===== src/inc/ras_pkg.sv =====
package ras_pkg;
	localparam int PC_W = 13;
	localparam int LEVELS = 8;
	localparam int PTR_W = 3;
	localparam int DEPTH_W = 4;
	localparam int ADDR_W = 10;
	localparam int DATA_W = 32;
	localparam int IDX_LSB = 2;
	localparam logic [7:0] IDX_POINTER = 8'hdf;
	localparam logic [7:0] IDX_STATUS = 8'he0;
	localparam logic [7:0] IDX_ENTRY_BASE = 8'hf0;
	localparam int IRQ_EN_BIT = 7;
	localparam int PTR_MSB = 2;
	localparam int HI_BITS = 5;
	localparam int STAT_OVF_BIT = 0;
	localparam int STAT_UNF_BIT = 1;
	localparam int STAT_DEPTH_LSB = 4;
	localparam logic [PTR_W-1:0] PTR_RESET = 3'h7;
	localparam logic [DEPTH_W-1:0] DEPTH_FULL = 4'h8;
	localparam logic [PC_W-1:0] ENTRY_RESET = 13'h0000;
	localparam logic IRQ_EN_RESET = 1'b0;
endpackage : ras_pkg


===== src/verilog/ras_ptr.sv =====
`timescale 1ns/1ps
module ras_ptr
	import ras_pkg::*;
(
	input wire logic clk,
	input wire logic rst_n,
	input wire logic push,
	input wire logic pop,
	input wire logic load,
	input wire logic [PTR_W-1:0] load_val,
	output logic [PTR_W-1:0] ptr,
	output logic [DEPTH_W-1:0] depth,
	output logic ovf_evt,
	output logic unf_evt
);
	typedef struct packed {
		logic [PTR_W-1:0] ptr;
		logic [DEPTH_W-1:0] depth;
	} ptr_state_t;

	ptr_state_t s_q;
	ptr_state_t s_d;

	// Depth counts modulo 16 so that the pointer always equals seven minus depth
	always_comb begin
		s_d = s_q;
		if (push) begin
			s_d.ptr = s_q.ptr - 3'h1; // see R4
			s_d.depth = s_q.depth + 4'h1;
		end else if (pop) begin
			s_d.ptr = s_q.ptr + 3'h1; // see R4
			s_d.depth = s_q.depth - 4'h1;
		end else if (load) begin
			s_d.ptr = load_val;
			s_d.depth = {1'b0, PTR_RESET - load_val};
		end
	end

	always_ff @(posedge clk or negedge rst_n) begin
		if (!rst_n) begin
			s_q.ptr <= PTR_RESET;
			s_q.depth <= '0;
		end else begin
			s_q <= s_d;
		end
	end

	assign ptr = s_q.ptr;
	assign depth = s_q.depth;
	assign ovf_evt = push && (s_q.depth >= DEPTH_FULL);
	assign unf_evt = pop && !push && (s_q.depth == '0);
endmodule : ras_ptr


===== src/verilog/ras_entries.sv =====
`timescale 1ns/1ps
module ras_entries
	import ras_pkg::*;
(
	input wire logic clk,
	input wire logic rst_n,
	input wire logic push,
	input wire logic [PTR_W-1:0] push_idx,
	input wire logic [PC_W-1:0] push_pc,
	input wire logic [PTR_W-1:0] pop_idx,
	output logic [PC_W-1:0] pop_pc,
	input wire logic wr_lo,
	input wire logic wr_hi,
	input wire logic [PTR_W-1:0] bus_idx,
	input wire logic [7:0] bus_data,
	output logic [7:0] rd_lo,
	output logic [7:0] rd_hi
);
	typedef struct packed {
		logic [LEVELS-1:0][PC_W-1:0] ent;
	} ent_state_t;

	ent_state_t s_q;
	ent_state_t s_d;

	always_comb begin
		s_d = s_q;
		if (push) begin
			s_d.ent[push_idx] = push_pc; // see R5
		end else begin
			if (wr_lo) begin
				s_d.ent[bus_idx][7:0] = bus_data;
			end
			if (wr_hi) begin
				s_d.ent[bus_idx][PC_W-1:8] = bus_data[HI_BITS-1:0];
			end
		end
	end

	always_ff @(posedge clk or negedge rst_n) begin
		if (!rst_n) begin
			for (int i = 0; i < LEVELS; i++) begin
				s_q.ent[i] <= ENTRY_RESET;
			end
		end else begin
			s_q <= s_d;
		end
	end

	assign pop_pc = s_q.ent[pop_idx];
	assign rd_lo = s_q.ent[bus_idx][7:0];
	assign rd_hi = {3'h0, s_q.ent[bus_idx][PC_W-1:8]};
endmodule : ras_entries


===== src/verilog/return_address_stack.sv =====
// Operation
// Eight saved program counter values for calls and interrupt service.
// Three-bit pointer in bits 2..0 of its register selects the active entry.
// Entry is 13 bits: high byte holds bits 12..8, low byte bits 7..0.
// Push decrements the pointer, pop increments it; last in, first out.
// Push current program counter on a call or interrupt entry.
// After k pushes entries 0..k-1 used, pointer reads 7-k; empty is 111.
// Interrupt return and subroutine return both pop the matching entry.
// Pop returns the newest entry and leaves pointer at next free place.
// Pointer and all entry bytes are mapped registers; entries at f0..ff.
// Entries are software readable and writable, reset to zero.
// Pointer register bit 7 is the global interrupt enable, reset 0.
// Software should write 00000111 to the pointer register at start.
// Ninth nested push wraps pointer to 110 and is flagged as overflow.
// Pointer wraps modulo eight on push and pop, never saturates.
`timescale 1ns/1ps
module return_address_stack
	import ras_pkg::*;
(
	input wire logic CLK,
	input wire logic RESET_N,
	input wire logic [ADDR_W-1:0] ADDRESS,
	input wire logic READ,
	input wire logic WRITE,
	input wire logic [DATA_W-1:0] WRITEDATA,
	input wire logic [3:0] BYTEENABLE,
	output logic [DATA_W-1:0] READDATA,
	output logic WAITREQUEST,
	input wire logic CALL_PUSH,
	input wire logic IRQ_PUSH,
	input wire logic [PC_W-1:0] PUSH_PC,
	input wire logic SUBROUTINE_RETURN_INSN,
	input wire logic RETURN_FROM_INTERRUPT_INSN,
	output logic [PC_W-1:0] RETURN_PC,
	output logic RETURN_VALID,
	output logic GLOBAL_IRQ_ENABLE,
	output logic [PTR_W-1:0] POINTER_BITS,
	output logic OVERFLOW,
	output logic UNDERFLOW
);
	typedef struct packed {
		logic ack;
		logic [7:0] rdata;
		logic [PC_W-1:0] rtn_pc;
		logic rtn_valid;
		logic irq_en;
		logic ovf;
		logic unf;
	} top_state_t;

	function automatic logic is_entry(input logic [7:0] idx);
		is_entry = (idx >= IDX_ENTRY_BASE);
	endfunction : is_entry

	top_state_t s_q;
	top_state_t s_d;

	logic push;
	logic pop;
	logic bus_req;
	logic take;
	logic wr;
	logic [7:0] idx;
	logic ptr_load;
	logic ent_wr_lo;
	logic ent_wr_hi;
	logic [PTR_W-1:0] ptr;
	logic [DEPTH_W-1:0] depth;
	logic ovf_evt;
	logic unf_evt;
	logic [PC_W-1:0] pop_pc;
	logic [7:0] rd_lo;
	logic [7:0] rd_hi;
	logic [7:0] rd;

	assign push = CALL_PUSH || IRQ_PUSH;
	assign pop = (SUBROUTINE_RETURN_INSN || RETURN_FROM_INTERRUPT_INSN) && !push;
	assign bus_req = READ || WRITE;
	assign take = s_q.ack && bus_req;
	assign wr = take && WRITE && BYTEENABLE[0];
	assign idx = ADDRESS[ADDR_W-1:IDX_LSB];
	assign ptr_load = wr && (idx == IDX_POINTER) && !push && !pop;
	assign ent_wr_lo = wr && is_entry(idx) && !idx[0]; // see R9
	assign ent_wr_hi = wr && is_entry(idx) && idx[0];

	ras_ptr u_ptr (
		.clk(CLK),
		.rst_n(RESET_N),
		.push(push),
		.pop(pop),
		.load(ptr_load),
		.load_val(WRITEDATA[PTR_MSB:0]),
		.ptr(ptr),
		.depth(depth),
		.ovf_evt(ovf_evt),
		.unf_evt(unf_evt)
	);

	// Push writes the slot the inverted pointer names; pop reads the slot one below it
	ras_entries u_entries (
		.clk(CLK),
		.rst_n(RESET_N),
		.push(push),
		.push_idx(~ptr),
		.push_pc(PUSH_PC),
		.pop_idx(~(ptr + 3'h1)),
		.pop_pc(pop_pc),
		.wr_lo(ent_wr_lo),
		.wr_hi(ent_wr_hi),
		.bus_idx(idx[3:1]),
		.bus_data(WRITEDATA[7:0]),
		.rd_lo(rd_lo),
		.rd_hi(rd_hi)
	);

	always_comb begin
		rd = 8'h00;
		if (idx == IDX_POINTER) begin
			rd[PTR_MSB:0] = ptr;
			rd[IRQ_EN_BIT] = s_q.irq_en;
		end else if (idx == IDX_STATUS) begin
			rd[STAT_OVF_BIT] = s_q.ovf;
			rd[STAT_UNF_BIT] = s_q.unf;
			rd[7:STAT_DEPTH_LSB] = depth;
		end else if (is_entry(idx)) begin
			rd = idx[0] ? rd_hi : rd_lo;
		end
	end

	always_comb begin
		s_d = s_q;
		s_d.ack = bus_req && !s_q.ack;
		if (bus_req && !s_q.ack) begin
			s_d.rdata = rd;
		end
		s_d.rtn_valid = pop;
		if (pop) begin
			s_d.rtn_pc = pop_pc;
		end
		if (wr && (idx == IDX_POINTER)) begin
			s_d.irq_en = WRITEDATA[IRQ_EN_BIT];
		end
		if (wr && (idx == IDX_STATUS)) begin
			if (WRITEDATA[STAT_OVF_BIT]) begin
				s_d.ovf = 1'b0;
			end
			if (WRITEDATA[STAT_UNF_BIT]) begin
				s_d.unf = 1'b0;
			end
		end
		// A new event beats a clear in the same cycle
		if (ovf_evt) begin
			s_d.ovf = 1'b1;
		end
		if (unf_evt) begin
			s_d.unf = 1'b1;
		end
	end

	always_ff @(posedge CLK or negedge RESET_N) begin
		if (!RESET_N) begin
			s_q.ack <= 1'b0;
			s_q.rdata <= 8'h00;
			s_q.rtn_pc <= ENTRY_RESET;
			s_q.rtn_valid <= 1'b0;
			s_q.irq_en <= IRQ_EN_RESET;
			s_q.ovf <= 1'b0;
			s_q.unf <= 1'b0;
		end else begin
			s_q <= s_d;
		end
	end

	assign WAITREQUEST = bus_req && !s_q.ack;
	assign READDATA = {24'h000000, s_q.rdata};
	assign RETURN_PC = s_q.rtn_pc;
	assign RETURN_VALID = s_q.rtn_valid;
	assign GLOBAL_IRQ_ENABLE = s_q.irq_en;
	assign POINTER_BITS = ptr;
	assign OVERFLOW = s_q.ovf;
	assign UNDERFLOW = s_q.unf;

	property p_push_dec;
		@(posedge CLK) disable iff (!RESET_N)
		push |=> ptr == $past(ptr) - 3'h1;
	endproperty
	a_push_dec: assert property (p_push_dec) else $error("push did not decrement");

	property p_pop_inc;
		@(posedge CLK) disable iff (!RESET_N)
		pop |=> ptr == $past(ptr) + 3'h1;
	endproperty
	a_pop_inc: assert property (p_pop_inc) else $error("pop did not increment");

	property p_lifo;
		@(posedge CLK) disable iff (!RESET_N)
		push ##1 pop |=> RETURN_VALID && (RETURN_PC == $past(PUSH_PC, 2));
	endproperty
	a_lifo: assert property (p_lifo) else $error("pop did not return last push");

	property p_depth_ptr;
		@(posedge CLK) disable iff (!RESET_N)
		ptr == PTR_RESET - depth[PTR_W-1:0];
	endproperty
	a_depth_ptr: assert property (p_depth_ptr) else $error("pointer not seven minus depth");

	property p_wrap;
		@(posedge CLK) disable iff (!RESET_N)
		push && (ptr == 3'h0) |=> ptr == PTR_RESET;
	endproperty
	a_wrap: assert property (p_wrap) else $error("pointer did not wrap");

	property p_ovf;
		@(posedge CLK) disable iff (!RESET_N)
		push && (depth == DEPTH_FULL) |=> OVERFLOW && (ptr == 3'h6);
	endproperty
	a_ovf: assert property (p_ovf) else $error("ninth push not flagged");

	property p_irq_en;
		@(posedge CLK) disable iff (!RESET_N)
		wr && (idx == IDX_POINTER) |=> GLOBAL_IRQ_ENABLE == $past(WRITEDATA[IRQ_EN_BIT]);
	endproperty
	a_irq_en: assert property (p_irq_en) else $error("interrupt enable not written");

	property p_ptr_write;
		@(posedge CLK) disable iff (!RESET_N)
		ptr_load |=> ptr == $past(WRITEDATA[PTR_MSB:0]);
	endproperty
	a_ptr_write: assert property (p_ptr_write) else $error("pointer write lost");

	property p_hi_zero;
		@(posedge CLK) disable iff (!RESET_N)
		take && READ && is_entry(idx) && idx[0] |-> READDATA[7:HI_BITS] == 3'h0;
	endproperty
	a_hi_zero: assert property (p_hi_zero) else $error("high byte upper bits set");

	property p_wait;
		@(posedge CLK) disable iff (!RESET_N)
		WAITREQUEST |=> !WAITREQUEST;
	endproperty
	a_wait: assert property (p_wait) else $error("waitrequest held too long");

	property p_ret_valid;
		@(posedge CLK) disable iff (!RESET_N)
		pop |=> RETURN_VALID;
	endproperty
	a_ret_valid: assert property (p_ret_valid) else $error("pop gave no return pulse");

	property p_no_ret;
		@(posedge CLK) disable iff (!RESET_N)
		!pop |=> !RETURN_VALID;
	endproperty
	a_no_ret: assert property (p_no_ret) else $error("return pulse without pop");

	property p_ret_hold;
		@(posedge CLK) disable iff (!RESET_N)
		!pop |=> $stable(RETURN_PC);
	endproperty
	a_ret_hold: assert property (p_ret_hold) else $error("return value moved without pop");

	property p_pop_wrap;
		@(posedge CLK) disable iff (!RESET_N)
		pop && (ptr == PTR_RESET) |=> ptr == 3'h0;
	endproperty
	a_pop_wrap: assert property (p_pop_wrap) else $error("pointer did not wrap on pop");

	property p_ovf_hold;
		@(posedge CLK) disable iff (!RESET_N)
		OVERFLOW && !(wr && (idx == IDX_STATUS) && WRITEDATA[STAT_OVF_BIT]) |=> OVERFLOW;
	endproperty
	a_ovf_hold: assert property (p_ovf_hold) else $error("overflow flag lost");

	property p_push_store;
		@(posedge CLK) disable iff (!RESET_N)
		push |=> pop_pc == $past(PUSH_PC);
	endproperty
	a_push_store: assert property (p_push_store) else $error("pushed value not on top");

	property p_gie_hold;
		@(posedge CLK) disable iff (!RESET_N)
		!(wr && (idx == IDX_POINTER)) |=> $stable(GLOBAL_IRQ_ENABLE);
	endproperty
	a_gie_hold: assert property (p_gie_hold) else $error("interrupt enable moved unasked");

	property p_cov_push;
		@(posedge CLK) disable iff (!RESET_N)
		IRQ_PUSH ##1 CALL_PUSH;
	endproperty
	c_cov_push: cover property (p_cov_push);

	property p_cov_ovf;
		@(posedge CLK) disable iff (!RESET_N)
		ovf_evt;
	endproperty
	c_cov_ovf: cover property (p_cov_ovf);

	property p_cov_pop;
		@(posedge CLK) disable iff (!RESET_N)
		pop && RETURN_FROM_INTERRUPT_INSN;
	endproperty
	c_cov_pop: cover property (p_cov_pop);

	property p_cov_load;
		@(posedge CLK) disable iff (!RESET_N)
		ptr_load;
	endproperty
	c_cov_load: cover property (p_cov_load);
endmodule : return_address_stack


===== config.mk =====
export PLATFORM = sky130hd
export DESIGN_NAME = return_address_stack
export DESIGN_NICKNAME = d
export VERILOG_FILES = /design/src/inc/ras_pkg.sv /design/src/verilog/ras_ptr.sv /design/src/verilog/ras_entries.sv /design/src/verilog/return_address_stack.sv
export SDC_FILE = /design/constraint.sdc
export NUM_CORES = 1
export LEC_CHECK = 0
export BUFFER_PORTS_ARGS = -buffer_cell sky130_fd_sc_hd__buf_2
export CELL_PAD_IN_SITES_DETAIL_PLACEMENT = 0
export CELL_PAD_IN_SITES_GLOBAL_PLACEMENT = 1
export CORE_MARGIN = 2
export CORE_UTILIZATION = 45
export CTS_BUF_LIST = sky130_fd_sc_hd__clkbuf_16
export DETAILED_ROUTE_END_ITERATION = 6
export PLACE_DENSITY_LB_ADDON = 0.1
export SLEW_MARGIN = 15
export SYNTH_ARGS = -nofsm -noshare
export SYNTH_HDL_FRONTEND = slang
export SYNTH_SLANG_ARGS = --single-unit

===== constraint.sdc =====
create_clock -name CLK -period 3 [get_ports CLK]
set_clock_uncertainty 0.15 [all_clocks]
set_input_delay 0 -clock CLK [delete_from_list [all_inputs] [get_ports CLK]]
set_output_delay 0 -clock CLK [all_outputs]
set_load 0.03 [all_outputs]

==> results of run 1 <==
## layer usage
layer,share of wire (%),wire length [microns],up-vias,track usage [%]
met2,44,13900,483,48.6
met5,0,0,-,0
met4,4.5,1420,0,15.3
met1,41,12900,3791,44.8
li1,-,-,3165,-
met3,11,3400,101,9.19
## critical path, stage by stage, from the launching register on
cell and delay [ns]:
dfstp_2 0.56, buf_12 0.25, or3b_1 0.18, nor2_1 0.05, a21oi_1 0.93, a221o_1 0.30
## state kept, by name, summed over array words and instances, names as in the netlist
name,flops
GLOBAL_IRQ_ENABLE,1
OVERFLOW,1
READDATA,8
RETURN_PC,13
RETURN_VALID,1
UNDERFLOW,1
s_q,1
u_entries.s_q,104
u_ptr.depth,4
u_ptr.ptr,3
## kinds of logic after synthesis
logic type / share of synthesized area (%)
AO/OA/AOI/OAI: 21.6
adder cells (fa/ha/maj): 0.605
flip-flops: 41.5
buffers and inverters: 8.06
other: 0.0453
XOR/XNOR: 0.106
multiplexers: 13.3
AND/OR/NAND/NOR: 14.8
## layout make-up
| class | count | area [sq um] |
|---|---|---|
| fillers | 1634 | 8360 |
| inverters | 10 | 37.5 |
| clock inverters | 15 | 176 |
| multi-input cells | 576 | 4270 |
| repair buffers | 143 | 1040 |
| clock buffers | 17 | 425 |
| flip-flops and latches | 137 | 3430 |
| well taps | 229 | 287 |
## worst min-delay path by stage
stage          depth (start not counted)                            end       from  slack (ns)
2_1_floorplan                          0  GLOBAL_IRQ_ENABLE$_DFFE_PN0P_    RESET_N       -0.45
3_3_place_gp                           1     u_ptr.depth[2]$_DFFE_PN0P_    RESET_N        -0.1
3_5_place_dp                           1       RETURN_PC[0]$_DFFE_PN0N_    RESET_N       -0.09
4_1_cts                                4       u_ptr.ptr[1]$_DFFE_PN1P_  CALL_PUSH       0.001
5_1_grt                                4       u_ptr.ptr[1]$_DFFE_PN1P_  CALL_PUSH        0.02
6_report                               2       RETURN_PC[0]$_DFFE_PN0N_    RESET_N     -0.0004
## layout by cell type, fill, tap and decap left out, types with 5 or more instances in the layout
master	count
dfrtp_1	134
nor2_1	130
a221o_1	96
buf_2	65
nand2_1	53
buf_4	43
mux2i_1	31
mux4_2	30
dlygate4sd3_1	30
o21ai_0	25
a21oi_1	24
conb_1	24
nand3_1	22
clkbuf_16	17
and3_1	12
a221oi_1	11
mux2_2	10
inv_1	8
a22oi_1	8
a21o_1	7
o22ai_1	7
a31oi_1	5
nor3_1	5
## timing repair
| action | 4_1_cts | 5_1_grt |
|---|---|---|
| hold buffers | 30 | 0 |
| hold endpoints to repair | 175 | 0 |
| resized for setup | 0 | 0 |
| buffers inserted | 0 | 0 |
## stage by stage
step | hold slack [ns] | instances
2_1_floorplan | -0.446 | 828
3_3_place_gp | -0.0975 | 1065
3_5_place_dp | -0.0907 | 1065
4_1_cts | 0.00141 | 1127
5_1_grt | 0.0210 | 1127
6_report | -0.000447 | 1127
## power by group through the flow
stage | Combinational [uW] | Clock (uW) | Sequential, uW
finish | 4240 | 2200 | 3450
global route | 4480 | 2300 | 3530
CTS | 4190 | 2210 | 3410
detailed placement | 4120 | 0 | 3430
global placement | 4050 | 0 | 3390
floorplan | 2960 | 0 | 3180
==> impl_metrics.yaml, run 1 <==
run_status:
  status: "finished, violations left"
  violations: "negative hold slack"
timing:
  setup_tns_ns: 0
  min_period_over_period_pct: 84.3
  final.setup.worst_slack_ns: 0.470
  grt_setup_unrepaired: "no"
  report.final.slew_viol_count: 0
  fmax_mhz: 395
  worst_pin_slew_ns: 1.22
  setup_violations: 0
  finalWorstPathRequiredPeriod_ns: 2.53
  number_of_hold_violations_in_the_final_report: 1
  finalHoldWorstSlack_ns: -0.000447
  slew-limit-headroom_pct: 18.7
cells_and_area:
  antennaDiodeCount: 0
  area_delta_synth_final_pct: 16.8
  final_core_utilization_pct: 53.6
  layout-drive-gt1-share_pct: 23.5
  post-route-cell-area_sq_um: 9670
  design.final.nets: 956
place:
  dp_worst_setup_slack_ns: 0.541
  io_buffer_count: 66
  place.detailed.hpwl_mm: 21.4
  placedInstanceArea_sq_um: 8760
  finalWeightedCongestion: 0.975
synth:
  ys_seq_elements: 137
  synth_commonest_cells: "dfrtp_1, nor2_1, a221o_1"
  synth.area.top_cells: "dfrtp_1, a221o_1, mux4_2, nor2_1, buf_4"
  synthesis.yosys.warnings: 0
  synth.cell_area_sq_um: 8270
  post_synth_inst_count: 805
  syn-mean-instance-area_sq_um: 10.3
  synth_edf_count: 0
  synth.lib_cells_used.distinct: 63
  cell_taking_the_most_area_after_synthesis: "dfrtp_1"
  ys_async_sr_fraction_pct: 100
  post-synth-top-area-fraction_pct: 40.5
  synth-seq-area-share_pct: 41.5
  dominantRegCellSynth: "dfrtp_1"
  yosys.cell_count.top_type: "dfrtp_1"
critical_path:
  setup.worst_path.start: "u_ptr.ptr[0]$_DFFE_PN1P_"
  worstSetupEndpointType: "flop"
  setup_cp_type: "flop to flop"
  r2r-start: "u_ptr.ptr[0]$_DFFE_PN1P_"
  timing.rr.end: "u_entries.s_q[72]$_DFFE_PN0P_"
  startpoint_type: "flop"
  endpoint: "u_entries.s_q[72]$_DFFE_PN0P_"
  timing.critical_path.required_ns: 3.21
  critical_path_peak_fanout: 35
  r2r_setup_slack_ns: 0.47
  critical_path_arrival_ns: 2.74
  depth_of_the_worst_register_to_register_path: 5
route:
  drtAntennaViolNets: 0
  number_of_design_rule_violations_left_by_the_first_detailed_router_iteration: 825
  wire_per_inst_microns: 28.1
  detailroute.via_count: 7540
  first_pass_drt_iterations: 6
  postRouteWirelength_mm: 31.6
  drcViolationCount: 0
  vias_per_cell: 6.69
pwr:
  combPwrFrac_pct: 42.9
  power.density_cell_area_nw_per_um2: 1020
  p_seq_share_pct: 34.9
  share_clk_of_total_power_pct: 22.3
  fin_total_pwr_uw: 9880
  switching_power_uw: 3920
  max-vdd-ir-drop_uv: 458
  power.internal_uw: 5970
  power.static_leakage_uw: 0.00430
  p_sw_share_pct: 39.6
floorplanning:
  design.core.area_sq_um: 18000
  placement_rows: 49
  dieWidth_microns: 140
  design.portCount: 120
  start_util_pct: 45.9
  y_dimension_of_the_die_microns: 140
  overall_die_area_sq_um: 19500
global_route:
  grt_pass1_vias: 7408
  largest_net_degree_at_the_start_of_global_routing: 71
  grt_remaining_overflow: 0
  antenna_found_initial: 1
  globalRouteTotalUtil_pct: 32.8
  grt_pass1_wl_mm: 47.3
clocking:
  clkSlewWorstSetupHoldPaths_ns: 0.07
  cts.sink_count: 137
  cts-htree-levels: 4
  cts.path.max_buffers: 2
  cts_inserted_buffers: 17
  cts.root.buffer_cell: "clkbuf_16"
  worst_skew_pair_later_pin_latency_ns: 0.43
  tritoncts: "yes"
min_path:
  worst_hold_path_type: "input port to async pin"
run:
  max-cap-violations: 0
(Power assumes the default switching activity.)
==> run 2: changes to the inputs <==
- clock period: 3 -> 2.5 ns (I/O delays scaled with it)
==> run 2 against run 1 <==
The flow now finishes without violations; setup slack lost 0.38 ns; clock-buffer cell count is the same; critical path depth grew 2; core utilization grew 0.99 points; hold slack gained 0.011 ns; total power grew 20%; sequential cell count is the same; critical endpoint is now u_ptr.depth[0]$_DFFE_PN0P_.
==> impl_metrics.yaml, run 2 (synthesized netlist as in run 1, its figures left out) <==
run_status:
  status: "complete, no violations"
clocking:
  clkSlewWorstSetupHoldPaths_ns: 0.06
  cts_inserted_buffers: 17
  worst_skew_pair_later_pin_latency_ns: 0.43
  cts.sink_count: 137
  cts.root.buffer_cell: "clkbuf_16"
  cts.path.max_buffers: 2
  tritoncts: "yes"
  cts-htree-levels: 4
critical_path:
  startpoint_type: "input port"
  critical_path.top_delay_family: "buffers and inverters"
  critical_path_arrival_ns: 2.62
  crit_cells: 7
  timing.critical_path.required_ns: 2.71
  timing.rr.end: "RETURN_PC[3]$_DFFE_PN0N_"
  depth_of_the_worst_register_to_register_path: 6
  slowest_delay_ns: 0.60
  cp_slowest_cell: "or2_1"
  endpoint: "u_ptr.depth[0]$_DFFE_PN0P_"
  critical_path.cell_chain: "dlygate4sd3_1 > buf_2 > or2_1 > buf_4 > nor2_4 > a311oi_1 > dlygate4sd3_1"
  critical_path_peak_fanout: 19
  r2r_setup_slack_ns: 0.15
  setup_cp_type: "input port to flop"
  r2r-start: "u_ptr.ptr[0]$_DFFE_PN1P_"
  critical-path-top-cell-by-count: "dlygate4sd3_1"
  crit_buf_inv: 4
  worstSetupEndpointType: "flop"
  setup.worst_path.start: "CALL_PUSH"
place:
  finalWeightedCongestion: 0.993
  placedInstanceArea_sq_um: 8920
  place.detailed.hpwl_mm: 22.4
  placed_cells: 1083
  io_buffer_count: 66
  dp_worst_setup_slack_ns: 0.223
cells_and_area:
  antennaDiodeCount: 0
  largest_reg_flops: 104
  most-common-layout-cells: "dfrtp_1, nor2_1, a221o_1, buf_2, buf_4"
  largest_register: "u_entries.s_q"
  post_layout_nonfiller_instances: 1150
  post-route-cell-area_sq_um: 9840
  area_delta_synth_final_pct: 19.0
  design.final.nets: 979
  layout-drive-gt1-share_pct: 25.3
  layout.cells.most_common: "dfrtp_1"
global_route:
  grt_remaining_overflow: 0
  globalRouteMet1Util_pct: 45.0
  grt_pass1_wl_mm: 48.2
  met3_usage_in_global_routing_pct: 7.91
  grt_pass1_vias: 7527
  met2_usage_pct: 51.5
  globalRouteTotalUtil_pct: 33.2
  antenna_found_initial: 0
  largest_net_degree_at_the_start_of_global_routing: 71
  grt_most_used_layer: "met2"
floorplanning:
  placement_rows: 49
  start_util_pct: 45.9
  y_dimension_of_the_die_microns: 140
  overall_die_area_sq_um: 19500
  dieWidth_microns: 140
  design.portCount: 120
  design.core.area_sq_um: 18000
route:
  detailroute.via_count: 7697
  postRouteWirelength_mm: 32.0
  first_pass_drt_iterations: 5
  vias_per_cell: 6.69
  drcViolationCount: 0
  drtAntennaViolNets: 0
  wire_per_inst_microns: 27.8
  number_of_design_rule_violations_left_by_the_first_detailed_router_iteration: 780
pwr:
  power.static_leakage_uw: 0.00441
  power.density_cell_area_nw_per_um2: 1200
  max-vdd-ir-drop_uv: 530
timing:
  final.setup.worst_slack_ns: 0.0914
  fmax_mhz: 415
  slew-limit-headroom_pct: 30.2
  grt_setup_unrepaired: "no"
  finalHoldWorstSlack_ns: 0.0104
  min_period_over_period_pct: 96.3
  worst_pin_slew_ns: 1.05
  setup_tns_ns: 0
  report.final.slew_viol_count: 0
  finalWorstPathRequiredPeriod_ns: 2.41
  number_of_hold_violations_in_the_final_report: 0
  setup_violations: 0
run:
  max-cap-violations: 0
min_path:
  worst_hold_path_type: "input port to async pin"
-- run 2: cell types whose count changed in the layout (fill, tap and decap cells not counted), sizes merged --
cell | before | now
buf | 113 | 134
bufinv | 3 | 1
inv | 11 | 13
dlygate4sd3 | 30 | 31
dlymetal6s4s | 0 | 1
-- run 2: where the power goes --
part           internal (uW)  leakage, uW  switching (uW)
clock network           1380     0.000278            1080
registers               3210      0.00170             920
logic                   2510      0.00244            2730
total                   7100      0.00441            4720
-- run 2: routing by layer --
| layer | vias to the layer above | wire length [microns] |
|---|---|---|
| li1 | 3233 | - |
| met1 | 3873 | 13000 |
| met2 | 505 | 14600 |
| met3 | 86 | 3230 |
| met4 | 0 | 1210 |
| met5 | - | 0 |
-- run 2: final cells by class --
type | instances | area [sq um]
clock buffer | 17 | 425
timing repair buffer | 166 | 1240
tap | 229 | 287
multi-input combinational | 576 | 4280
fill | 1652 | 8180
clock inverter | 15 | 141
sequential | 137 | 3430
inverter | 10 | 37.5
-- run 2: worst register-to-register path, delay by kind of cell (launching register included) --
family | cells | cell delay (ns)
buffers and inverters | 2 | 0.26
adders and majority gates | 1 | 0.43
DFF | 1 | 0.57
AOI/OAI and AO/OA | 1 | 0.13
muxes | 2 | 0.70
-- run 2: stage by stage --
stage	util [%]	power (uW)
final	54.6	11800
after global routing	54.6	12300
after CTS	54.5	11700
after detailed placement	49.5	9210
after global placement	49.5	9080
after floorplan	-	7360
-- run 2: worst min path at each step --
stage,start,endpoint,slack [ns],depth (start not counted)
finish,RESET_N,u_ptr.depth[3]$_DFFE_PN0P_,0.01,2
global route,PUSH_PC[12],u_entries.s_q[64]$_DFFE_PN0P_,0.04,4
CTS,WRITE,READDATA[6]$_DFFE_PN0P_,0.01,4
detailed placement,RESET_N,u_ptr.depth[3]$_DFFE_PN0P_,-0.08,1
global placement,RESET_N,u_ptr.depth[2]$_DFFE_PN0P_,-0.08,1
floorplan,RESET_N,GLOBAL_IRQ_ENABLE$_DFFE_PN0P_,-0.45,0
-- run 2: timing repair --
item | in CTS | in global routing
gates resized for setup | 0 | 3
hold endpoints to repair | 214 | 0
hold buffers | 33 | 0
setup endpoints to repair | 0 | 2
setup buffers | 0 | 3
==> run 3: changes to the inputs <==
- clock period: 2.5 -> 2.45 ns (I/O delays scaled with it)
==> run 3 against run 2 <==
First-iteration DRC count grew 11%; largest power group unchanged; combinational power shrank 4.0%; critical endpoint is now u_entries.s_q[65]$_DFFE_PN0P_; hold slack lost 0.028 ns; via count is essentially flat; die area is the same; sequential power grew 4%; setup slack lost 0.029 ns; highest routed layer unchanged; clock power grew 12%; critical path type is now flop to flop; cell count shrank 0.52%; global-route usage grew 0.60 points; the run now ends with negative hold slack left; register-to-register slack lost 0.09 ns.
==> impl_metrics.yaml, run 3 (synthesized netlist as in run 1, its figures left out) <==
cells_and_area:
  most-common-layout-cells: "dfrtp_1, nor2_1, a221o_1, buf_2, buf_4"
  largest_reg_flops: 104
  multi_input_area_sq_um: 4280
  post-route-cell-area_sq_um: 9820
  antennaDiodeCount: 0
  area_delta_synth_final_pct: 18.7
  design.final.nets: 973
  largest_register: "u_entries.s_q"
  regArea_sq_um: 3430
  n_fill_cell: 1633
  layout-drive-gt1-share_pct: 25.2
  layout.cells.most_common: "dfrtp_1"
timing:
  fmax_mhz: 419
  finalWorstPathRequiredPeriod_ns: 2.39
  worst_pin_slew_ns: 1.26
  slew-limit-headroom_pct: 16.3
  report.final.slew_viol_count: 0
  finalHoldWorstSlack_ns: -0.0176
  min_period_over_period_pct: 97.4
  setup_tns_ns: 0
  grt_setup_unrepaired: "no"
  setup_violations: 0
  number_of_hold_violations_in_the_final_report: 1
pwr:
  fin_total_pwr_uw: 12100
  power.static_leakage_uw: 0.00441
  power.density_cell_area_nw_per_um2: 1230
  max-vdd-ir-drop_uv: 680
clocking:
  cts_inserted_buffers: 17
  post_cts_buffers: 0
  cts.root.buffer_cell: "clkbuf_16"
  clkSlewWorstSetupHoldPaths_ns: 0.07
  cts.sink_count: 137
  tritoncts: "yes"
  cts.path.max_buffers: 2
  worst_skew_pair_later_pin_latency_ns: 0.44
  cts-htree-levels: 4
critical_path:
  timing.critical_path.required_ns: 2.67
  critical_path.cell_chain: "or3b_1 > nor2_1 > a21oi_1 > a221o_1"
  worstSetupEndpointType: "flop"
  critical_path_arrival_ns: 2.61
  r2r_setup_slack_ns: 0.06
  critical_path.top_delay_family: "compound AO/OA/AOI/OAI gates"
  r2r-start: "u_ptr.ptr[2]$_DFFE_PN1P_"
  startpoint_type: "flop"
  setup_cp_type: "flop to flop"
  crit_buf_inv: 0
  slowest_delay_ns: 0.96
  crit_cells: 4
  endpoint: "u_entries.s_q[65]$_DFFE_PN0P_"
  cp_slowest_cell: "a21oi_1"
  setup.worst_path.start: "u_ptr.ptr[2]$_DFFE_PN1P_"
  timing.rr.end: "u_entries.s_q[65]$_DFFE_PN0P_"
  depth_of_the_worst_register_to_register_path: 4
  critical_path_peak_fanout: 12
floorplanning:
  overall_die_area_sq_um: 19500
  start_util_pct: 45.9
  y_dimension_of_the_die_microns: 140
  dieWidth_microns: 140
  placement_rows: 49
  design.core.area_sq_um: 18000
  design.portCount: 120
route:
  postRouteWirelength_mm: 32.4
  detailroute.via_count: 7703
  vias_per_cell: 6.73
  topRoutingLayerUsed: "met4"
  met2_wirelength_mm: 14.6
  number_of_design_rule_violations_left_by_the_first_detailed_router_iteration: 866
  wl_met1_mm: 13.3
  wire_per_inst_microns: 28.4
  first_pass_drt_iterations: 6
  drcViolationCount: 0
  wl_met3_mm: 3.32
  drtAntennaViolNets: 0
min_path:
  worst_hold_path_type: "input port to flop"
run_status:
  violations: "negative hold slack"
  status: "finished, violations left"
global_route:
  grt_pass1_vias: 7535
  antenna_found_initial: 1
  grt_remaining_overflow: 0
  largest_net_degree_at_the_start_of_global_routing: 78
  globalRouteTotalUtil_pct: 33.8
  grt_pass1_wl_mm: 48.8
place:
  io_buffer_count: 66
  finalWeightedCongestion: 0.962
  place.detailed.hpwl_mm: 22.5
  placedInstanceArea_sq_um: 8870
run:
  max-cap-violations: 0
-- run 3: changes by cell type in the layout (fill, tap and decap cells not counted), moves of 2 or more --
cell and change:
clkinv_4 -2, bufinv_16 +2, buf_4 -2, inv_6 +2, buf_12 -3
-- run 3: layout make-up --
| cell class | instances | share of cell area, % |
|---|---|---|
| multi-input cells | 576 | 43.5 |
| flip-flops and latches | 137 | 34.9 |
| repair buffers | 160 | 12.0 |
| clock buffers | 17 | 4.33 |
| well taps | 229 | 2.92 |
| clock inverters | 15 | 1.92 |
| inverters | 10 | 0.382 |
-- run 3: what timing repair did --
action | in CTS | in global routing
gates resized for setup | 0 | 2
hold buffers | 31 | 0
setup endpoints to repair | 0 | 2
endpoints found under the hold margin | 237 | 0
-- run 3: power breakdown --
part,switching [uW],internal (uW),leakage (uW)
Sequential,1010,3280,0.00170
Combinational,2610,2410,0.00241
Clock,1130,1620,0.000303
Total,4740,7320,0.00441
-- run 3: how the worst min path moves through the flow --
stage / end / slack [ns] / from / depth (start not counted)
5_1_grt: u_entries.s_q[25]$_DFFE_PN0P_ / 0.04 / PUSH_PC[12] / 4
3_5_place_dp: u_entries.s_q[23]$_DFFE_PN0P_ / -0.19 / RESET_N / 1
4_1_cts: u_entries.s_q[51]$_DFFE_PN0P_ / 0.009 / PUSH_PC[12] / 4
6_report: u_entries.s_q[23]$_DFFE_PN0P_ / -0.02 / BYTEENABLE[0] / 5
3_3_place_gp: u_entries.s_q[23]$_DFFE_PN0P_ / -0.19 / RESET_N / 1
2_1_floorplan: GLOBAL_IRQ_ENABLE$_DFFE_PN0P_ / -0.45 / RESET_N / 0
-- run 3: worst register-to-register path, stage by stage (launching register included) --
cell     delay (ns)
dfstp_2        0.66
or3b_1         0.18
nor2_1         0.07
a21oi_1        0.96
a221o_1        0.30
-- run 3: metal layers --
| metal | global-route usage (%) | vias up |
|---|---|---|
| met4 | 14.5 | 0 |
| met1 | 47.9 | 3861 |
| met3 | 7.16 | 88 |
| li1 | - | 3204 |
| met2 | 50.5 | 550 |
| met5 | 0 | - |
-- run 3: stage by stage --
stage,setup slack [ns],std cells,util [%]
6_report,0.0627,1144,54.5
5_1_grt,0.0259,1144,54.5
4_1_cts,0.0729,1144,54.5
3_5_place_dp,0.133,1081,49.2
3_3_place_gp,0.141,1081,49.2
2_1_floorplan,0.113,828,-
